## config.mk

```make
export PLATFORM = sky130hd
export DESIGN_NAME = etc_timer
export DESIGN_NICKNAME = d
export VERILOG_FILES = /design/src/hw/etc_pkg.sv /design/src/hw/etc_timer.sv
export VERILOG_INCLUDE_DIRS = /design/src /design/src/hw
export SDC_FILE = /design/constraint.sdc
export NUM_CORES = 1
export LEC_CHECK = 0
export BUFFER_PORTS_ARGS = -buffer_cell sky130_fd_sc_hd__buf_2
export CORE_MARGIN = 3
export CORE_UTILIZATION = 45
export CTS_CLUSTER_SIZE = 12
export DETAILED_ROUTE_END_ITERATION = 10
export PLACE_DENSITY = 0.66
export SLEW_MARGIN = 20
export SYNTH_ARGS = -nofsm -noshare
export SYNTH_HDL_FRONTEND = slang
export SYNTH_SLANG_ARGS = --single-unit
```

## constraint.sdc

```tcl
create_clock -name ref_clk -period 6.8 [get_ports ref_clk]
set_input_delay 0.34 -clock ref_clk [delete_from_list [all_inputs] [get_ports ref_clk]]
set_output_delay 0.34 -clock ref_clk [all_outputs]
set_load 0.05 [all_outputs]
```

## src/hw/etc_cfg.svh

```systemverilog
// constants of the eight-bit compare timer: register indices, field
// positions and reset values.
// assumes it is included by bare name from the package and the top.
`ifndef ETC_CFG_SVH
`define ETC_CFG_SVH

// ************************************************************
// register indices (byte address is four times the index)
// ************************************************************
`define ETC_IDX_CH1_CTL 8'hce
`define ETC_IDX_CH1_LVL 8'hcf
`define ETC_IDX_FLAGS   8'hd8
`define ETC_IDX_MASK    8'hd9
`define ETC_IDX_COUNT   8'hea
`define ETC_IDX_TCTL    8'heb
`define ETC_IDX_CH0_CTL 8'hec
`define ETC_IDX_CH0_LVL 8'hed

// ************************************************************
// field positions
// ************************************************************
`define ETC_FLAG_LSB    3
`define ETC_FLAG_MSB    5
`define ETC_TCTL_CLR    2

// ************************************************************
// reset values
// ************************************************************
`define ETC_TCTL_RST    8'h08
`define ETC_CCTL_RST    8'h40
`define ETC_LVL_RST     8'h00
`define ETC_CNT_RST     8'h00
`define ETC_FLAGS_RST   3'h0
`define ETC_MASK_RST    3'h7
`define ETC_PRE_RST     7'h00

`endif

```

## src/hw/etc_pkg.sv

```systemverilog
// types of the eight-bit compare timer: modes, output actions,
// count direction and the packed control layouts.
// assumes etc_cfg.svh sits on the include path.
`include "etc_cfg.svh"

package etc_pkg;

  // counting modes, encoded as in the mode field
  typedef enum logic [1:0] {
    ETC_MODE_FREE = 2'h0,
    ETC_MODE_DOWN = 2'h1,
    ETC_MODE_MOD  = 2'h2,
    ETC_MODE_UPDN = 2'h3
  } etc_mode_e;

  // channel output actions
  typedef enum logic [2:0] {
    ETC_ACT_SET     = 3'h0,
    ETC_ACT_CLR     = 3'h1,
    ETC_ACT_TGL     = 3'h2,
    ETC_ACT_SET_UP  = 3'h3,
    ETC_ACT_CLR_UP  = 3'h4,
    ETC_ACT_SET_ALT = 3'h5,
    ETC_ACT_CLR_ALT = 3'h6,
    ETC_ACT_NONE    = 3'h7
  } etc_act_e;

  // count direction, one-hot
  typedef enum logic [1:0] {
    ETC_DIR_UP = 2'b01,
    ETC_DIR_DN = 2'b10
  } etc_dir_e;

  // timer control byte
  typedef struct packed {
    logic [2:0] div;
    logic       run;
    logic       overflow_irq_gate;
    logic       counter_zero_strobe;
    etc_mode_e  mode;
  } etc_tctl_s;

  // channel compare control byte
  typedef struct packed {
    logic       unused;
    logic       channel_irq_gate;
    etc_act_e   output_action_select;
    logic       cmp_en;
    logic [1:0] rsvd;
  } etc_cctl_s;

  // per-channel events of one counter step
  typedef struct packed {
    logic match;
    logic up;
    logic zero;
    logic alt;
  } etc_evt_s;

endpackage

```

## src/hw/etc_timer.sv

```systemverilog
// eight-bit timer with prescaler, four counting modes and two compare
// channels, registers reached over apb.
// assumes sys_tick is a one-cycle pulse made on ref_clk, and an apb
// master on ref_clk.
`timescale 1ns/1ps
`default_nettype none
`include "etc_cfg.svh"

module etc_timer (
  input  wire logic        ref_clk,
  input  wire logic        rst,
  input  wire logic        psel,
  input  wire logic        penable,
  input  wire logic        pwrite,
  input  wire logic [11:0] paddr,
  input  wire logic [31:0] pwdata,
  output var  logic [31:0] prdata,
  output var  logic        pready,
  output var  logic        pslverr,
  input  wire logic        sys_tick,
  output var  logic [1:0]  cmp_out,
  output var  logic        irq
);
  import etc_pkg::*;

  // ************************************************************
  // state
  // ************************************************************
  etc_tctl_s  tctl_reg;
  etc_cctl_s  cctl_reg [2];
  logic [7:0] lvl_reg [2];
  logic [7:0] count_byte_reg;
  logic [7:0] cnt_next;
  etc_dir_e   dir_reg;
  etc_dir_e   dir_next;
  logic [6:0] pre_reg;
  logic [6:0] div_mask;
  logic [2:0] flags_reg;
  logic [2:0] flags_next;
  logic [2:0] mask_reg;
  logic [2:0] gates;
  logic       step;
  logic       moved;
  logic       step_up;
  logic       ovf_evt;
  etc_evt_s   evt [2];
  logic [1:0] out_next;

  // bus decode
  logic       addr_ok;
  logic [7:0] idx;
  logic       wr_en;
  logic       rd_hit;
  logic [7:0] rd_data;
  logic       wr_tctl;
  logic       clr_wr;
  logic       load_wr;
  logic       wr_flags;

  // ************************************************************
  // apb slave
  // ************************************************************

  // byte address is index times four, upper bits must be zero
  assign addr_ok = (paddr[1:0] == 2'h0) && (paddr[11:10] == 2'h0);
  assign idx = paddr[9:2];
  // writes land only at the completing edge of the access phase
  assign wr_en = psel && penable && pready && pwrite && addr_ok;
  assign wr_tctl = wr_en && (idx == `ETC_IDX_TCTL);
  assign wr_flags = wr_en && (idx == `ETC_IDX_FLAGS);
  assign clr_wr = wr_tctl && pwdata[`ETC_TCTL_CLR];
  // down mode has nothing to count from after a clear, so starting
  // the timer into down mode loads the channel 0 level
  assign load_wr = wr_tctl && pwdata[4] && !tctl_reg.run
                   && (pwdata[1:0] == ETC_MODE_DOWN);

  // read mux
  always_comb begin
    rd_hit = addr_ok;
    rd_data = 8'h00;
    if (idx == `ETC_IDX_COUNT) begin
      rd_data = count_byte_reg;
    end else if (idx == `ETC_IDX_TCTL) begin
      rd_data = tctl_reg; // clear bit is stored as zero
    end else if (idx == `ETC_IDX_CH0_CTL) begin
      rd_data = cctl_reg[0];
    end else if (idx == `ETC_IDX_CH0_LVL) begin
      rd_data = lvl_reg[0];
    end else if (idx == `ETC_IDX_CH1_CTL) begin
      rd_data = cctl_reg[1];
    end else if (idx == `ETC_IDX_CH1_LVL) begin
      rd_data = lvl_reg[1];
    end else if (idx == `ETC_IDX_FLAGS) begin
      rd_data = {2'h0, flags_reg, 3'h0};
    end else if (idx == `ETC_IDX_MASK) begin
      rd_data = {2'h0, mask_reg, 3'h0};
    end else begin
      rd_hit = 1'b0;
    end
  end

  // one wait state: answer registered in the first access cycle
  always_ff @(posedge ref_clk) begin
    if (rst) begin
      pready <= 1'b0;
      pslverr <= 1'b0;
      prdata <= 32'h00000000;
    end else if (psel && penable && !pready) begin
      pready <= 1'b1;
      pslverr <= !rd_hit;
      prdata <= (pwrite || !rd_hit) ? 32'h00000000 : {24'h000000, rd_data};
    end else begin
      pready <= 1'b0;
      pslverr <= 1'b0;
    end
  end

  // ************************************************************
  // control registers
  // ************************************************************

  // timer control; clear bit never stored
  always_ff @(posedge ref_clk) begin
    if (rst) begin
      tctl_reg <= `ETC_TCTL_RST;
    end else if (wr_tctl) begin
      tctl_reg <= pwdata[7:0] & 8'hfb;
    end
  end

  // channel controls and levels, control bit 7 reads zero
  always_ff @(posedge ref_clk) begin
    if (rst) begin
      cctl_reg[0] <= `ETC_CCTL_RST; // gate resets one, enable zero
      cctl_reg[1] <= `ETC_CCTL_RST;
      lvl_reg[0] <= `ETC_LVL_RST;
      lvl_reg[1] <= `ETC_LVL_RST;
    end else if (wr_en) begin
      if (idx == `ETC_IDX_CH0_CTL) begin
        cctl_reg[0] <= pwdata[7:0] & 8'h7f;
      end else if (idx == `ETC_IDX_CH1_CTL) begin
        cctl_reg[1] <= pwdata[7:0] & 8'h7f;
      end else if (idx == `ETC_IDX_CH0_LVL) begin
        lvl_reg[0] <= pwdata[7:0];
      end else if (idx == `ETC_IDX_CH1_LVL) begin
        lvl_reg[1] <= pwdata[7:0];
      end
    end
  end

  // ************************************************************
  // prescaler and counter
  // ************************************************************

  // mask of low prescaler bits that must be all ones for an edge
  assign div_mask = 7'((8'h01 << tctl_reg.div) - 8'h01);
  assign step = sys_tick && tctl_reg.run
                && ((pre_reg & div_mask) == div_mask);

  // free-running prescaler; not cleared with the counter
  always_ff @(posedge ref_clk) begin
    if (rst) begin
      pre_reg <= `ETC_PRE_RST;
    end else if (sys_tick) begin
      pre_reg <= pre_reg + 7'h01;
    end
  end

  // next count per mode; a clear beats a step in the same cycle
  always_comb begin
    cnt_next = count_byte_reg;
    dir_next = dir_reg;
    moved = 1'b0;
    step_up = 1'b1;
    ovf_evt = 1'b0;
    if (clr_wr) begin
      cnt_next = 8'h00;
      dir_next = ETC_DIR_UP;
    end else if (load_wr) begin
      cnt_next = lvl_reg[0];
      dir_next = ETC_DIR_DN;
    end else if (step) begin
      moved = 1'b1;
      case (tctl_reg.mode)
        ETC_MODE_FREE: begin
          cnt_next = count_byte_reg + 8'h01;
          ovf_evt = (count_byte_reg == 8'hff);
        end
        ETC_MODE_DOWN: begin
          // holds at zero until restarted
          if (count_byte_reg != 8'h00) begin
            cnt_next = count_byte_reg - 8'h01;
            step_up = 1'b0;
            ovf_evt = (count_byte_reg == 8'h01);
          end else begin
            moved = 1'b0;
          end
        end
        ETC_MODE_MOD: begin
          // above the level also wraps, so a lowered level cannot run away
          if (count_byte_reg >= lvl_reg[0]) begin
            cnt_next = 8'h00;
            ovf_evt = 1'b1;
          end else begin
            cnt_next = count_byte_reg + 8'h01;
          end
        end
        default: begin
          if (dir_reg == ETC_DIR_UP) begin
            if (count_byte_reg >= lvl_reg[0]) begin
              dir_next = ETC_DIR_DN;
              if (count_byte_reg != 8'h00) begin
                cnt_next = count_byte_reg - 8'h01;
                step_up = 1'b0;
              end
            end else begin
              cnt_next = count_byte_reg + 8'h01;
            end
          end else begin
            step_up = 1'b0;
            if (count_byte_reg <= 8'h01) begin
              dir_next = ETC_DIR_UP;
            end
            if (count_byte_reg != 8'h00) begin
              cnt_next = count_byte_reg - 8'h01;
              ovf_evt = (count_byte_reg == 8'h01);
            end
          end
        end
      endcase
    end
  end

  // counter and direction
  always_ff @(posedge ref_clk) begin
    if (rst) begin
      count_byte_reg <= `ETC_CNT_RST;
      dir_reg <= ETC_DIR_UP;
    end else begin
      count_byte_reg <= cnt_next;
      dir_reg <= dir_next;
    end
  end

  // ************************************************************
  // compare channels
  // ************************************************************

  // output action for one channel on one step
  function automatic logic act_next(input logic cur, input etc_act_e a,
                                    input etc_evt_s e, input logic updn);
    logic r;
    r = cur;
    case (a)
      ETC_ACT_SET: if (e.match) r = 1'b1;
      ETC_ACT_CLR: if (e.match) r = 1'b0;
      ETC_ACT_TGL: if (e.match) r = !cur;
      ETC_ACT_SET_UP: begin
        if (e.match) begin
          r = updn ? e.up : 1'b1;
        end else if (!updn && e.zero) begin
          r = 1'b0;
        end
      end
      ETC_ACT_CLR_UP: begin
        if (e.match) begin
          r = updn ? !e.up : 1'b0;
        end else if (!updn && e.zero) begin
          r = 1'b1;
        end
      end
      ETC_ACT_SET_ALT: begin
        if (e.match) begin
          r = 1'b1;
        end else if (e.alt) begin
          r = 1'b0;
        end
      end
      ETC_ACT_CLR_ALT: begin
        if (e.match) begin
          r = 1'b0;
        end else if (e.alt) begin
          r = 1'b1;
        end
      end
      default: r = cur; // unused code leaves the pin alone
    endcase
    return r;
  endfunction

  // events on the value just reached; match beats the second event
  always_comb begin
    for (int i = 0; i < 2; i++) begin
      evt[i].match = moved && cctl_reg[i].cmp_en
                     && (cnt_next == lvl_reg[i]);
      evt[i].up = step_up;
      evt[i].zero = moved && cctl_reg[i].cmp_en && (cnt_next == 8'h00);
    end
    // channel 0 second event is zero, channel 1 uses the level 0 hit;
    // both settle before any action reads them, else a stale alt leaks in
    evt[0].alt = evt[0].zero;
    evt[1].alt = moved && cctl_reg[1].cmp_en
                 && (cnt_next == lvl_reg[0]);
    for (int j = 0; j < 2; j++) begin
      out_next[j] = act_next(cmp_out[j], cctl_reg[j].output_action_select,
                             evt[j], tctl_reg.mode == ETC_MODE_UPDN);
    end
  end

  // channel output pins
  always_ff @(posedge ref_clk) begin
    if (rst) begin
      cmp_out <= 2'h0;
    end else begin
      cmp_out <= out_next;
    end
  end

  // ************************************************************
  // interrupt flags
  // ************************************************************

  // writing zero clears a flag; an event in the same cycle still sets it
  always_comb begin
    flags_next = flags_reg;
    if (wr_flags) begin
      flags_next = flags_reg & pwdata[`ETC_FLAG_MSB:`ETC_FLAG_LSB];
    end
    flags_next = flags_next | {evt[1].match, evt[0].match, ovf_evt};
  end

  always_ff @(posedge ref_clk) begin
    if (rst) begin
      flags_reg <= `ETC_FLAGS_RST;
    end else begin
      flags_reg <= flags_next;
    end
  end

  // extra enable mask in the flag layout
  always_ff @(posedge ref_clk) begin
    if (rst) begin
      mask_reg <= `ETC_MASK_RST;
    end else if (wr_en && (idx == `ETC_IDX_MASK)) begin
      mask_reg <= pwdata[`ETC_FLAG_MSB:`ETC_FLAG_LSB];
    end
  end

  // flags stay pending when gated off, only the request is held back
  assign gates = {cctl_reg[1].channel_irq_gate, cctl_reg[0].channel_irq_gate,
                  tctl_reg.overflow_irq_gate};

  always_ff @(posedge ref_clk) begin
    if (rst) begin
      irq <= 1'b0;
    end else begin
      irq <= |(flags_reg & mask_reg & gates);
    end
  end

endmodule
`default_nettype wire

```

# --- After elaboration in Yosys (flattened, before gate mapping) ---
# Memory sizes are Yosys's and may differ from the RTL's.
# Cells that the tools add are included.
word_totals:
  regBits: 67
  ram_bits: 30
  inputBits: 50
  output_inout_bits: 37
  elab_cells: 237
  n_memories: 2
mem_list:
  columns: ["memory", "words", "word_bits", "rd", "rd_ports_with_merged_regs", "write_ports", "line_no", "source"]
  rows:
  - ["lvl_reg", 2, 8, 2, 0, 2, "etc_timer.sv:31", "logic [7:0] lvl_reg [2];"]
  - ["cctl_reg", 2, 7, 2, 0, 2, "etc_timer.sv:30", "etc_cctl_s cctl_reg [2];"]
classes:
  add_sub_neg: 4
  order_cmp: 2
  n_eq_ne: 46
  n_shift: 1
  n_mux: 106
  n_bitwise: 10
  reduce_logical: 51
ops:
  columns: ["operator", "n"]
  rows:
  - ["$mux 8", 16]
  - ["$mux 1", 74]
  - ["$eq 8x8->1 const B", 9]
  - ["$ne 3x3->1 const B", 9]
  - ["$logic_and 1x1->1", 24]
  - ["$pmux 8 s3", 1]
  - ["$eq 3x3->1 const B", 6]
  - ["$eq 8x8->1", 2]
  - ["$reduce_and 8->1", 2]
  - ["$mux 7", 2]
  - ["$pmux 1 s7", 2]
  - ["$reduce_bool 7->1", 2]
  - ["$eq 3x2->1 const B", 4]
  - ["$mux 2", 6]
  - ["$mux 6", 2]
  - ["$ne 2x2->1 const B", 6]
  - ["$and 3x3->3", 3]
  - ["$add 8x1->8 const B", 1]
  - ["$eq 8x1->1 const B", 1]
  - ["$ge 8x8->1", 1]
  - ["$le 8x1->1 const B", 1]
  - ["$logic_not 8->1", 1]
  - ["$reduce_bool 8->1", 1]
  - ["$sub 8x1->8 const B", 1]
  - ["24 further kinds", 43]

# --- Depth between registers and ports, before layout ---
# Gate-level depths: netlist of run 1.
logic_depth:
  ltp_word: 16
  ltp_mapped: 17
  ltp_nobuf: 15

# --- Least setup slack after synthesis of run 1 ---
# Ideal clock, no wire load.
synth_path:
  kind: "register to register"
  from: "reg tctl_reg[5] (netlist name)"
  to: "reg cmp_out[1]"
  setup_time_ns: 0.115
  t_arrival_ns: 3.677
  required_time_ns: 6.685
  path_slack_ns: 3.008
  stages_incl_launch_ff: 16
  path_buffers: 1
  synth_period_minus_slack_ns: 3.792
  cell_sequence: "dfxtp_1 clkbuf_1 or3_1 ha_1 o211ai_1 a31o_1 a311o_1 or2_1 or3b_1 o21ai_1 a21boi_0 and4bb_2 nand4_4 or3_1 and4_1 o21ba_1"
synth_via:
  elab_chain_cells: 13
  elab_cells_between_ends: 38
  cone_classes: "1 x add/sub; 10 x eq/ne; 1 x shift; 16 x mux; 1 x bitwise; 9 x reduce/logical"
synth_rtl:
  columns: ["element", "line_no", "source"]
  rows:
  - ["start, declared", "etc_timer.sv:29", "etc_tctl_s tctl_reg;"]
  - ["start signal, assigned", "etc_timer.sv:125", "tctl_reg <= `ETC_TCTL_RST;"]
  - ["start signal, assigned", "etc_timer.sv:127", "tctl_reg <= pwdata[7:0] & 8'hfb;"]
  - ["$shl 1x3->7 (*)", "etc_timer.sv:156", "assign div_mask = 7'((8'h01 << tctl_reg.div) - 8'h01);"]
  - ["$sub 7x1->7 (*)", "etc_timer.sv:156", null]
  - ["$and 7x7->7", "etc_timer.sv:158", "&& ((pre_reg & div_mask) == div_mask);"]
  - ["$eq 7x7->1 (*)", "etc_timer.sv:158", null]
  - ["$logic_and 1x1->1 (*)", "etc_timer.sv:158", null]
  - ["$mux 8 / $mux 1 (equally long branches)", "etc_timer.sv:182", "end else if (step) begin"]
  - ["$mux 8 / $mux 1 (equally long branches)", "etc_timer.sv:179", "end else if (load_wr) begin"]
  - ["$mux 8 / $mux 1 (equally long branches)", "etc_timer.sv:176", "if (clr_wr) begin"]
  - ["$logic_not 8->1 / $logic_and 1x1->1 (equally long branches)", "etc_timer.sv:297, etc_timer.sv:294, etc_timer.sv:302", null]
  - ["$logic_and 1x1->1", "etc_timer.sv:297", "evt[i].zero = moved && cctl_reg[i].cmp_en && (cnt_next == 8'h00);"]
  - ["$logic_and 1x1->1", "etc_timer.sv:261, etc_timer.sv:268", null]
  - ["$ne 3x3->1 (no line)", null, null]
  - ["$reduce_and 8->1 (no line)", null, null]
  - ["end signal, assigned", "etc_timer.sv:315", "cmp_out <= out_next;"]
  - ["end, declared", "etc_timer.sv:21", "output var logic [1:0] cmp_out,"]
# Mark *: on every way between the ends. The rest lies on a longest branch, timed or not.
# A chain may end at the register's enable or synchronous reset.

# --- Worst setup path in the final report of run 1 ---
layout_path:
  from: "reg count_byte_reg[0]"
  to: "reg cmp_out[1]"
layout_via:
  elab_chain_cells: 13
  elab_cells_between_ends: 48
  cone_classes: "2 x add/sub; 1 x order compare; 9 x eq/ne; 27 x mux; 9 x reduce/logical"
layout_rtl:
  columns: ["element", "line_no", "source"]
  rows:
  - ["start, declared", "etc_timer.sv:32", "logic [7:0] count_byte_reg;"]
  - ["start signal, assigned", "etc_timer.sv:237", "count_byte_reg <= `ETC_CNT_RST;"]
  - ["start signal, assigned", "etc_timer.sv:240", "count_byte_reg <= cnt_next;"]
  - ["$sub 8x1->8 / $reduce_bool 8->1 (equally long branches)", null, null]
  - ["$mux 8", "etc_timer.sv:191, etc_timer.sv:212, etc_timer.sv:224", null]
  - ["$mux 8", "etc_timer.sv:210", "if (count_byte_reg >= lvl_reg[0]) begin"]
  - ["$mux 8", "etc_timer.sv:209", "if (dir_reg == ETC_DIR_UP) begin"]
  - ["$pmux 8 s3", "etc_timer.sv:184", "case (tctl_reg.mode)"]
  - ["$mux 8", "etc_timer.sv:182", null]
  - ["$mux 8", "etc_timer.sv:179", null]
  - ["$mux 8", "etc_timer.sv:176", null]
  - ["$logic_not 8->1", "etc_timer.sv:297", null]
  - ["$logic_and 1x1->1", "etc_timer.sv:297", null]
  - ["$logic_and 1x1->1", "etc_timer.sv:261, etc_timer.sv:268", null]
  - ["$ne 3x3->1 (no line)", null, null]
  - ["$reduce_and 8->1 (no line)", null, null]
# Several ways; a longest one is shown, not always the timed one.

==> results of run 1 <==
worst register-to-register path: stages (launching register included):
cell       delay (ns)
dfxtp_1          0.74
inv_1            0.30
ha_1             0.36
a31oi_1          0.13
nor2b_1          0.08
o21a_1           0.26
o21ai_0          0.58
and4_1           0.41
a211o_1          0.19
o2111ai_1        0.19
a2111oi_4        0.37
o2111ai_2        0.27
o221ai_2         0.28
and4_1           0.23
o21ba_1          0.12
cells in the mapped netlist, drive strengths merged (3+ instances only):
cell and instances:
nor2 76, nand2 67, a21oi 46, dfxtp 43, buf 32, o21ai 32, edfxtp 30, clkbuf 25
and2 21, nand3 19, inv 18, ha 14, nor3 12, nor4 11, xnor2 11, xor2 10
a31oi 9, mux2i 9, nor2b 8, a211oi 7, a221o 7, nand4 7, or3 7, a211o 6
nand2b 6, o211ai 6, a21boi 5, a21o 5, a221oi 5, a22oi 5, nand3b 5, nor3b 5
or4 5, and3 4, mux2 4, o2111ai 4, or2 4, a2111oi 3, a22o 3, a31o 3
and4 3, o21bai 3, o221ai 3, o31ai 3
per-layer routing:
layer	wire length, µm	part of all wire
met1	7093	0.43
met2	7729	0.47
met3	1198	0.073
met4	495	0.030
met5	0	0
cells in the final DEF, fill, tap and decap left out, types with 9 or more instances in the layout:
cell,Yosys,layout
a21oi_1,46,46
conb_1,1,24
nand3_1,18,18
dfxtp_1,43,43
nand2_1,67,67
buf_2,3,38
nor2_1,75,75
and2_1,21,21
o21ai_0,29,29
xnor2_1,11,11
xor2_1,10,10
a31oi_1,9,9
nor3_1,12,11
ha_1,14,14
inv_1,18,18
clkbuf_16,0,9
mux2i_1,9,9
edfxtp_1,30,30
through the flow:
| step | total power, mW | hold WS [ns] | worst slack, ns | cell area [µm²] | cells |
|---|---|---|---|---|---|
| 2_1_floorplan | 0.5746 | 0.4579 | 3.008 | 5340 | 658 |
| 3_3_place_gp | 0.5937 | 0.4490 | 2.437 | 5434 | 783 |
| 3_5_place_dp | 0.5954 | 0.4551 | 2.385 | 5434 | 783 |
| 4_1_cts | 1.102 | 0.2690 | 2.338 | 5752 | 799 |
| 5_1_grt | 1.132 | 0.2953 | 2.099 | 5752 | 799 |
| 6_report | 1.099 | 0.2705 | 2.234 | 5752 | 799 |
final cells by class:
cell class	count	area [µm²]	area share
multi-input cells	509	3206	0.5573
flip-flops and latches	73	1762	0.3063
clock buffers	9	225.2	0.03916
repair buffers	42	220.2	0.03829
well taps	140	175.2	0.03045
clock inverters	7	92.59	0.01610
inverters	19	71.32	0.01240
power by group through the flow:
stage | Clock (mW) | Combinational, mW | Sequential, mW
floorplan | 0 | 0.0959 | 0.479
global route | 0.533 | 0.123 | 0.476
CTS | 0.516 | 0.112 | 0.475
detailed placement | 0 | 0.111 | 0.484
global placement | 0 | 0.110 | 0.484
finish | 0.511 | 0.113 | 0.475
worst paths after layout:
check	from	end	slack [ns]	cells past startpoint
setup / recovery	count_byte_reg[0]	cmp_out[1]	2.23	14
hold / removal	pwdata[7]	tctl_reg[7]	0.27	3
setup reg to reg	count_byte_reg[0]	cmp_out[1]	2.23	14
hold reg to reg	prdata[0]	prdata[0]	0.46	2
kinds of logic (layout without fill, tap and decap cells):
logic type / after synthesis / in the layout / synth area share
fa+ha+maj: 14 / 14 / 0.03334
simple gates: 267 / 267 / 0.2651
buf+inv: 76 / 77 / 0.07430
flops: 73 / 73 / 0.3353
other cells: 1 / 24 / 0.0007138
compound gates: 170 / 170 / 0.2305
mux: 13 / 13 / 0.02572
xor+xnor: 21 / 21 / 0.03501
==> reports/metrics.cfg, run 1 <==
[outcome]
outcome=finished clean

[logic_synthesis]
ys_warn_count=0
synth_edf_count=30
synth_top_area_cell=edfxtp_1
synthTopCellsByArea=edfxtp_1 (17%), dfxtp_1 (16%), nor2_1 (5.4%), nand2_1 (4.8%), a21oi_1 (4.4%)
netlist_area_mm2=0.005254
syn_avg_cell_area_um2=8.274
ys_ff_latch=73
netlist.area_leader.share=0.1715
ys_types=83
ys.flop_type=dfxtp_1
async_flop_share=0
synth_cells=635
ys_seq_area_frac=0.3353

[worst_setup_path]
cp_top_family=compound AO/OA/AOI/OAI gates
criticalPathCategory=flip-flop to flip-flop
critical_path.slowest_cell=dfxtp_1
cp.buffers_inverters=1
end_kind=flip-flop
crit_path_frequent_cell=and4_1
cp.arrival_ns=4.85
path_cells=inv_1 -> ha_1 -> a31oi_1 -> nor2b_1 -> o21a_1 -> o21ai_0 -> and4_1 -> a211o_1 -> o2111ai_1 -> a2111oi_4 -> o2111ai_2 -> o221ai_2 -> and4_1 -> o21ba_1
cpPeakStageDelay_ns=0.74
required_ns=7.08
worst_setup_path_start_kind=flip-flop
worst-path-max-fanout=13

[power]
p_seq_frac=0.432
peakVddDrop_uv=189.8
leakage_nw=2.179
clkPwrFrac=0.465
p_comb_frac=0.103
internal_power_mw=0.8143
power_density_mw_per_mm2=191.1
p_sw_mw=0.2850
p_sw_frac=0.2593

[sta]
rsz0062_at_grt=no
finalSetupViolations=0
fin_crit_ns=4.566
period_share=0.6715
worst_slew_pin_slew_ns=0.9405
skew_ns=0.007568
drv_slew=0
slew_headroom=0.3707
fmax_ghz=0.2190
finalHoldViolations=0
finalSetupTns_ns=0

[clocking]
cts_tree=yes
cts_root_buf=clkbuf_16
clkLatencyLatePin_ns=0.34
clk_pin_slew_ns=0.06
cts-htree-levels=3
numCtsBuffers=9
cts.path.max_buffers=2
cts_resized=0
postCtsSetupRepairBufs=0
cts_sinks=73
cts_hold_buffers=0

[placed_design]
io_buffers=38
place_congestion=0.9388
hpwlAfterDp_um=12190

[grt]
grt_pass1_wl_um=26020
grt_max_degree=46
grt_pass1_vias=4827
grt.total_usage=0.2567
top_usage_layer=met2
gr-usage-met2=0.4094
grtUsageMet3=0.03964
antenna_found_initial=0
grt_overflow=0
met1_usage=0.3489

[worst_hold_path]
worst_hold_path_type=input port to flip-flop

[layout]
diodes=0
num-nets-final=718
fillers=1100
area_delta_synth_final_pct=9.479
final_util=0.5170
drive_gt1_frac=0.1290
largest_reg_flops=16

[routing]
drcViolationCount=0
vias_per_cell=6.255
routed_wl_um=16520
wl_per_cell_um=20.67
ant_nets=0
dr.pass1.iters=5
drt-initial-drc-count=532
num_vias=4998

[floorplan]
ios=87
fp-row-count=38
die_y_um=114.1
initial_core_util=0.4722
die_area_mm2=0.01301
core-area_mm2=0.01113
die_x_um=114.1

[run]
drv_cap=0

(Power assumes the default switching activity.)
==> inputs of run 2 (changes only) <==
Settings changed: ABC_AREA set to 1, PLACE_DENSITY 0.66 to 0.68.
Clock period 6.8 ns to 3.76 ns, I/O delays scaled along.
==> reports/metrics.cfg, run 2 <==
[outcome]
outcome=finished clean  ; unchanged

[floorplan]
fp-row-count=39  ; was 38
die_area_mm2=0.01319  ; was 0.01301 mm²
die_x_um=114.9  ; was 114.1 µm
ios=87  ; unchanged
initial_core_util=0.4631  ; was 0.4722
die_y_um=114.9  ; was 114.1 µm
core-area_mm2=0.01152  ; was 0.01113 mm²

[power]
power_density_mw_per_mm2=326.8  ; was 191.1 mW/mm²
peakVddDrop_uv=404.2  ; was 189.8 µV
power_mw=1.944  ; was 1.099 mW
leakage_nw=2.703  ; was 2.179 nW

[run]
drv_cap=0  ; unchanged

[worst_setup_path]
worst_setup_path_start_kind=flip-flop  ; unchanged
reg2reg_setup_slack_ns=0.56  ; was 2.23 ns
end_kind=flip-flop  ; unchanged
worst-path-max-fanout=10  ; was 13
rr_worst_depth=20  ; was 14
cp.arrival_ns=3.43  ; was 4.85 ns
r2r_end=cmp_out[0]  ; was cmp_out[1]
criticalPathCategory=flip-flop to flip-flop  ; unchanged
r2r_start=count_byte_reg[5]  ; was count_byte_reg[0]
required_ns=3.99  ; was 7.08 ns

[clocking]
postCtsSetupRepairBufs=0  ; unchanged
cts.path.max_buffers=2  ; unchanged
cts_root_buf=clkbuf_16  ; unchanged
clk_pin_slew_ns=0.06  ; about the same
cts-htree-levels=3  ; unchanged
cts_sinks=73  ; unchanged
cts_hold_buffers=0  ; unchanged
cts_resized=0  ; unchanged
clkLatencyLatePin_ns=0.34  ; about the same
cts_tree=yes  ; unchanged
numCtsBuffers=9  ; unchanged

[worst_hold_path]
holdPathStages=2  ; was 3
worst_hold_path_type=input port to flip-flop  ; unchanged
min_to=pre_reg[1]  ; was tctl_reg[7]
hp-start=sys_tick  ; was pwdata[7]

[sta]
slew_headroom=0.5126  ; was 0.3707
period_share=0.8522  ; was 0.6715
setup_slack_ns=0.5556  ; was 2.234 ns
hold_slack_ns=0.1146  ; was 0.2705 ns
fmax_ghz=0.3121  ; was 0.2190 GHz
finalHoldViolations=0  ; unchanged
skew_ns=0.005590  ; was 0.007568 ns
finalSetupViolations=0  ; unchanged
fin_crit_ns=3.204  ; was 4.566 ns
finalSetupTns_ns=0  ; unchanged
worst_slew_pin_slew_ns=0.7303  ; was 0.9405 ns
rsz0062_at_grt=no  ; unchanged
drv_slew=0  ; unchanged

[layout]
largest_reg_flops=16  ; unchanged
num-nets-final=883  ; was 718
mostFrequentLayoutCells=nand2_1 (163), inv_1 (98), nor2_1 (97)  ; was nor2_1 (75), nand2_1 (67), a21oi_1 (46)
drive_gt1_frac=0.1566  ; was 0.1290
area_delta_synth_final_pct=11.59  ; was 9.479%
layout_commonest_cell=nand2_1  ; was nor2_1
diodes=0  ; unchanged

[logic_synthesis]
netlist.area_leader.share=0.1689  ; was 0.1715
async_flop_share=0  ; unchanged
ys_types=49  ; was 83
synth_edf_count=30  ; unchanged
syn_avg_cell_area_um2=6.925  ; was 8.274 µm²
ys_seq_area_frac=0.3304  ; was 0.3353
synthTopCellsByCount=nand2_1 (163), inv_1 (98), nor2_1 (97)  ; was nor2_1 (75), nand2_1 (67), a21oi_1 (46)
synth_cells=770  ; was 635
ys.flop_type=dfxtp_1  ; unchanged
ys_warn_count=0  ; unchanged
synth_top_area_cell=edfxtp_1  ; unchanged
ys_ff_latch=73  ; unchanged
yosysMostFrequentCell=nand2_1  ; was nor2_1
netlist_area_mm2=0.005333  ; was 0.005254 mm²
synthTopCellsByArea=edfxtp_1 (17%), dfxtp_1 (16%), nand2_1 (11%), inv_1 (6.9%), nor2_1 (6.8%)  ; was edfxtp_1 (17%), dfxtp_1 (16%), nor2_1 (5.4%), nand2_1 (4.8%), a21oi_1 (4.4%)

[placed_design]
hpwlAfterDp_um=11770  ; was 12,190 µm
pre_cts_ws_ns=0.6536  ; was 2.385 ns
io_buffers=38  ; unchanged
place_congestion=0.9712  ; was 0.9388

[grt]
grt_overflow=0  ; unchanged
grt_pass1_wl_um=23920  ; was 26,020 µm
grt_pass1_vias=4539  ; was 4,827
grt_max_degree=27  ; was 46
grt.total_usage=0.2325  ; was 0.2567
antenna_found_initial=0  ; unchanged

[routing]
num_vias=5192  ; was 4,998
drt-initial-drc-count=509  ; was 532
drcViolationCount=0  ; unchanged
routed_wl_um=14890  ; was 16,520 µm
dr.pass1.iters=6  ; was 5
wl_per_cell_um=15.40  ; was 20.67 µm
vias_per_cell=5.369  ; was 6.255
ant_nets=0  ; unchanged

-- run 2: power breakdown --
group	internal, mW	switching, mW	total, mW
combinational	0.0358	0.134	0.170
sequential	0.837	0.0127	0.850
clock	0.583	0.342	0.924
total	1.46	0.489	1.94
-- run 2: worst max-delay path by stage --
stage | start | endpoint | slack, ns | cells after the start
finish | count_byte_reg[5] | cmp_out[0] | 0.56 | 20
global route | count_byte_reg[2] | cmp_out[1] | 0.23 | 25
CTS | count_byte_reg[5] | cmp_out[0] | 0.64 | 20
detailed placement | count_byte_reg[5] | cmp_out[0] | 0.65 | 20
global placement | count_byte_reg[5] | cmp_out[0] | 0.67 | 20
floorplan | count_byte_reg[0] | cmp_out[0] | 1.22 | 23
-- run 2: metal layers --
metal,wire length [µm],vias to the layer above,track usage
li1,-,2602,-
met1,6721,2341,0.3283
met2,6520,216,0.3573
met3,1279,33,0.04895
met4,372,0,0.07199
met5,0,-,0
-- run 2: stage by stage --
stage | area (µm²) | util | std cells
global route | 5951 | 0.5167 | 967
CTS | 5951 | 0.5167 | 967
detailed placement | 5632 | 0.4890 | 951
finish | 5951 | 0.5167 | 967
floorplan | 5419 | - | 793
global placement | 5632 | 0.4890 | 951
-- run 2: area by class of cell --
type	instances	area [µm²]
Clock inverter	6	90.09
Inverter	111	424.2
Fill cell	1185	5565
Clock buffer	10	229.0
Timing Repair Buffer	51	287.8
Sequential cell	73	1762
Tap cell	143	178.9
Multi-Input combinational cell	573	2979
-- run 2: critical path: stages (launching register included) --
cell and delay, ns:
dfxtp_1 0.57, ha_1 0.32, a21oi_1 0.14, nor2_1 0.06, nor2_1 0.17, nand3_1 0.28, nand2_1 0.21, nand2_1 0.10
nand2_1 0.06, nand3_1 0.10, nand2_1 0.13, nand2_1 0.11, inv_2 0.07, nand4_1 0.10, nor2_2 0.14, nand3_1 0.09
nand2_1 0.07, nand3_1 0.08, and2_1 0.15, nor2_1 0.10, nor2_1 0.04
-- run 2: kinds of logic after synthesis --
family / synth area share
buffers and inverters: 0.1272
adders and majority gates: 0.03285
other: 0.0007032
xor gates and xnor gates: 0.008212
DFF: 0.3304
AOI/OAI and AO/OA: 0.1450
and+or+nand+nor: 0.3557
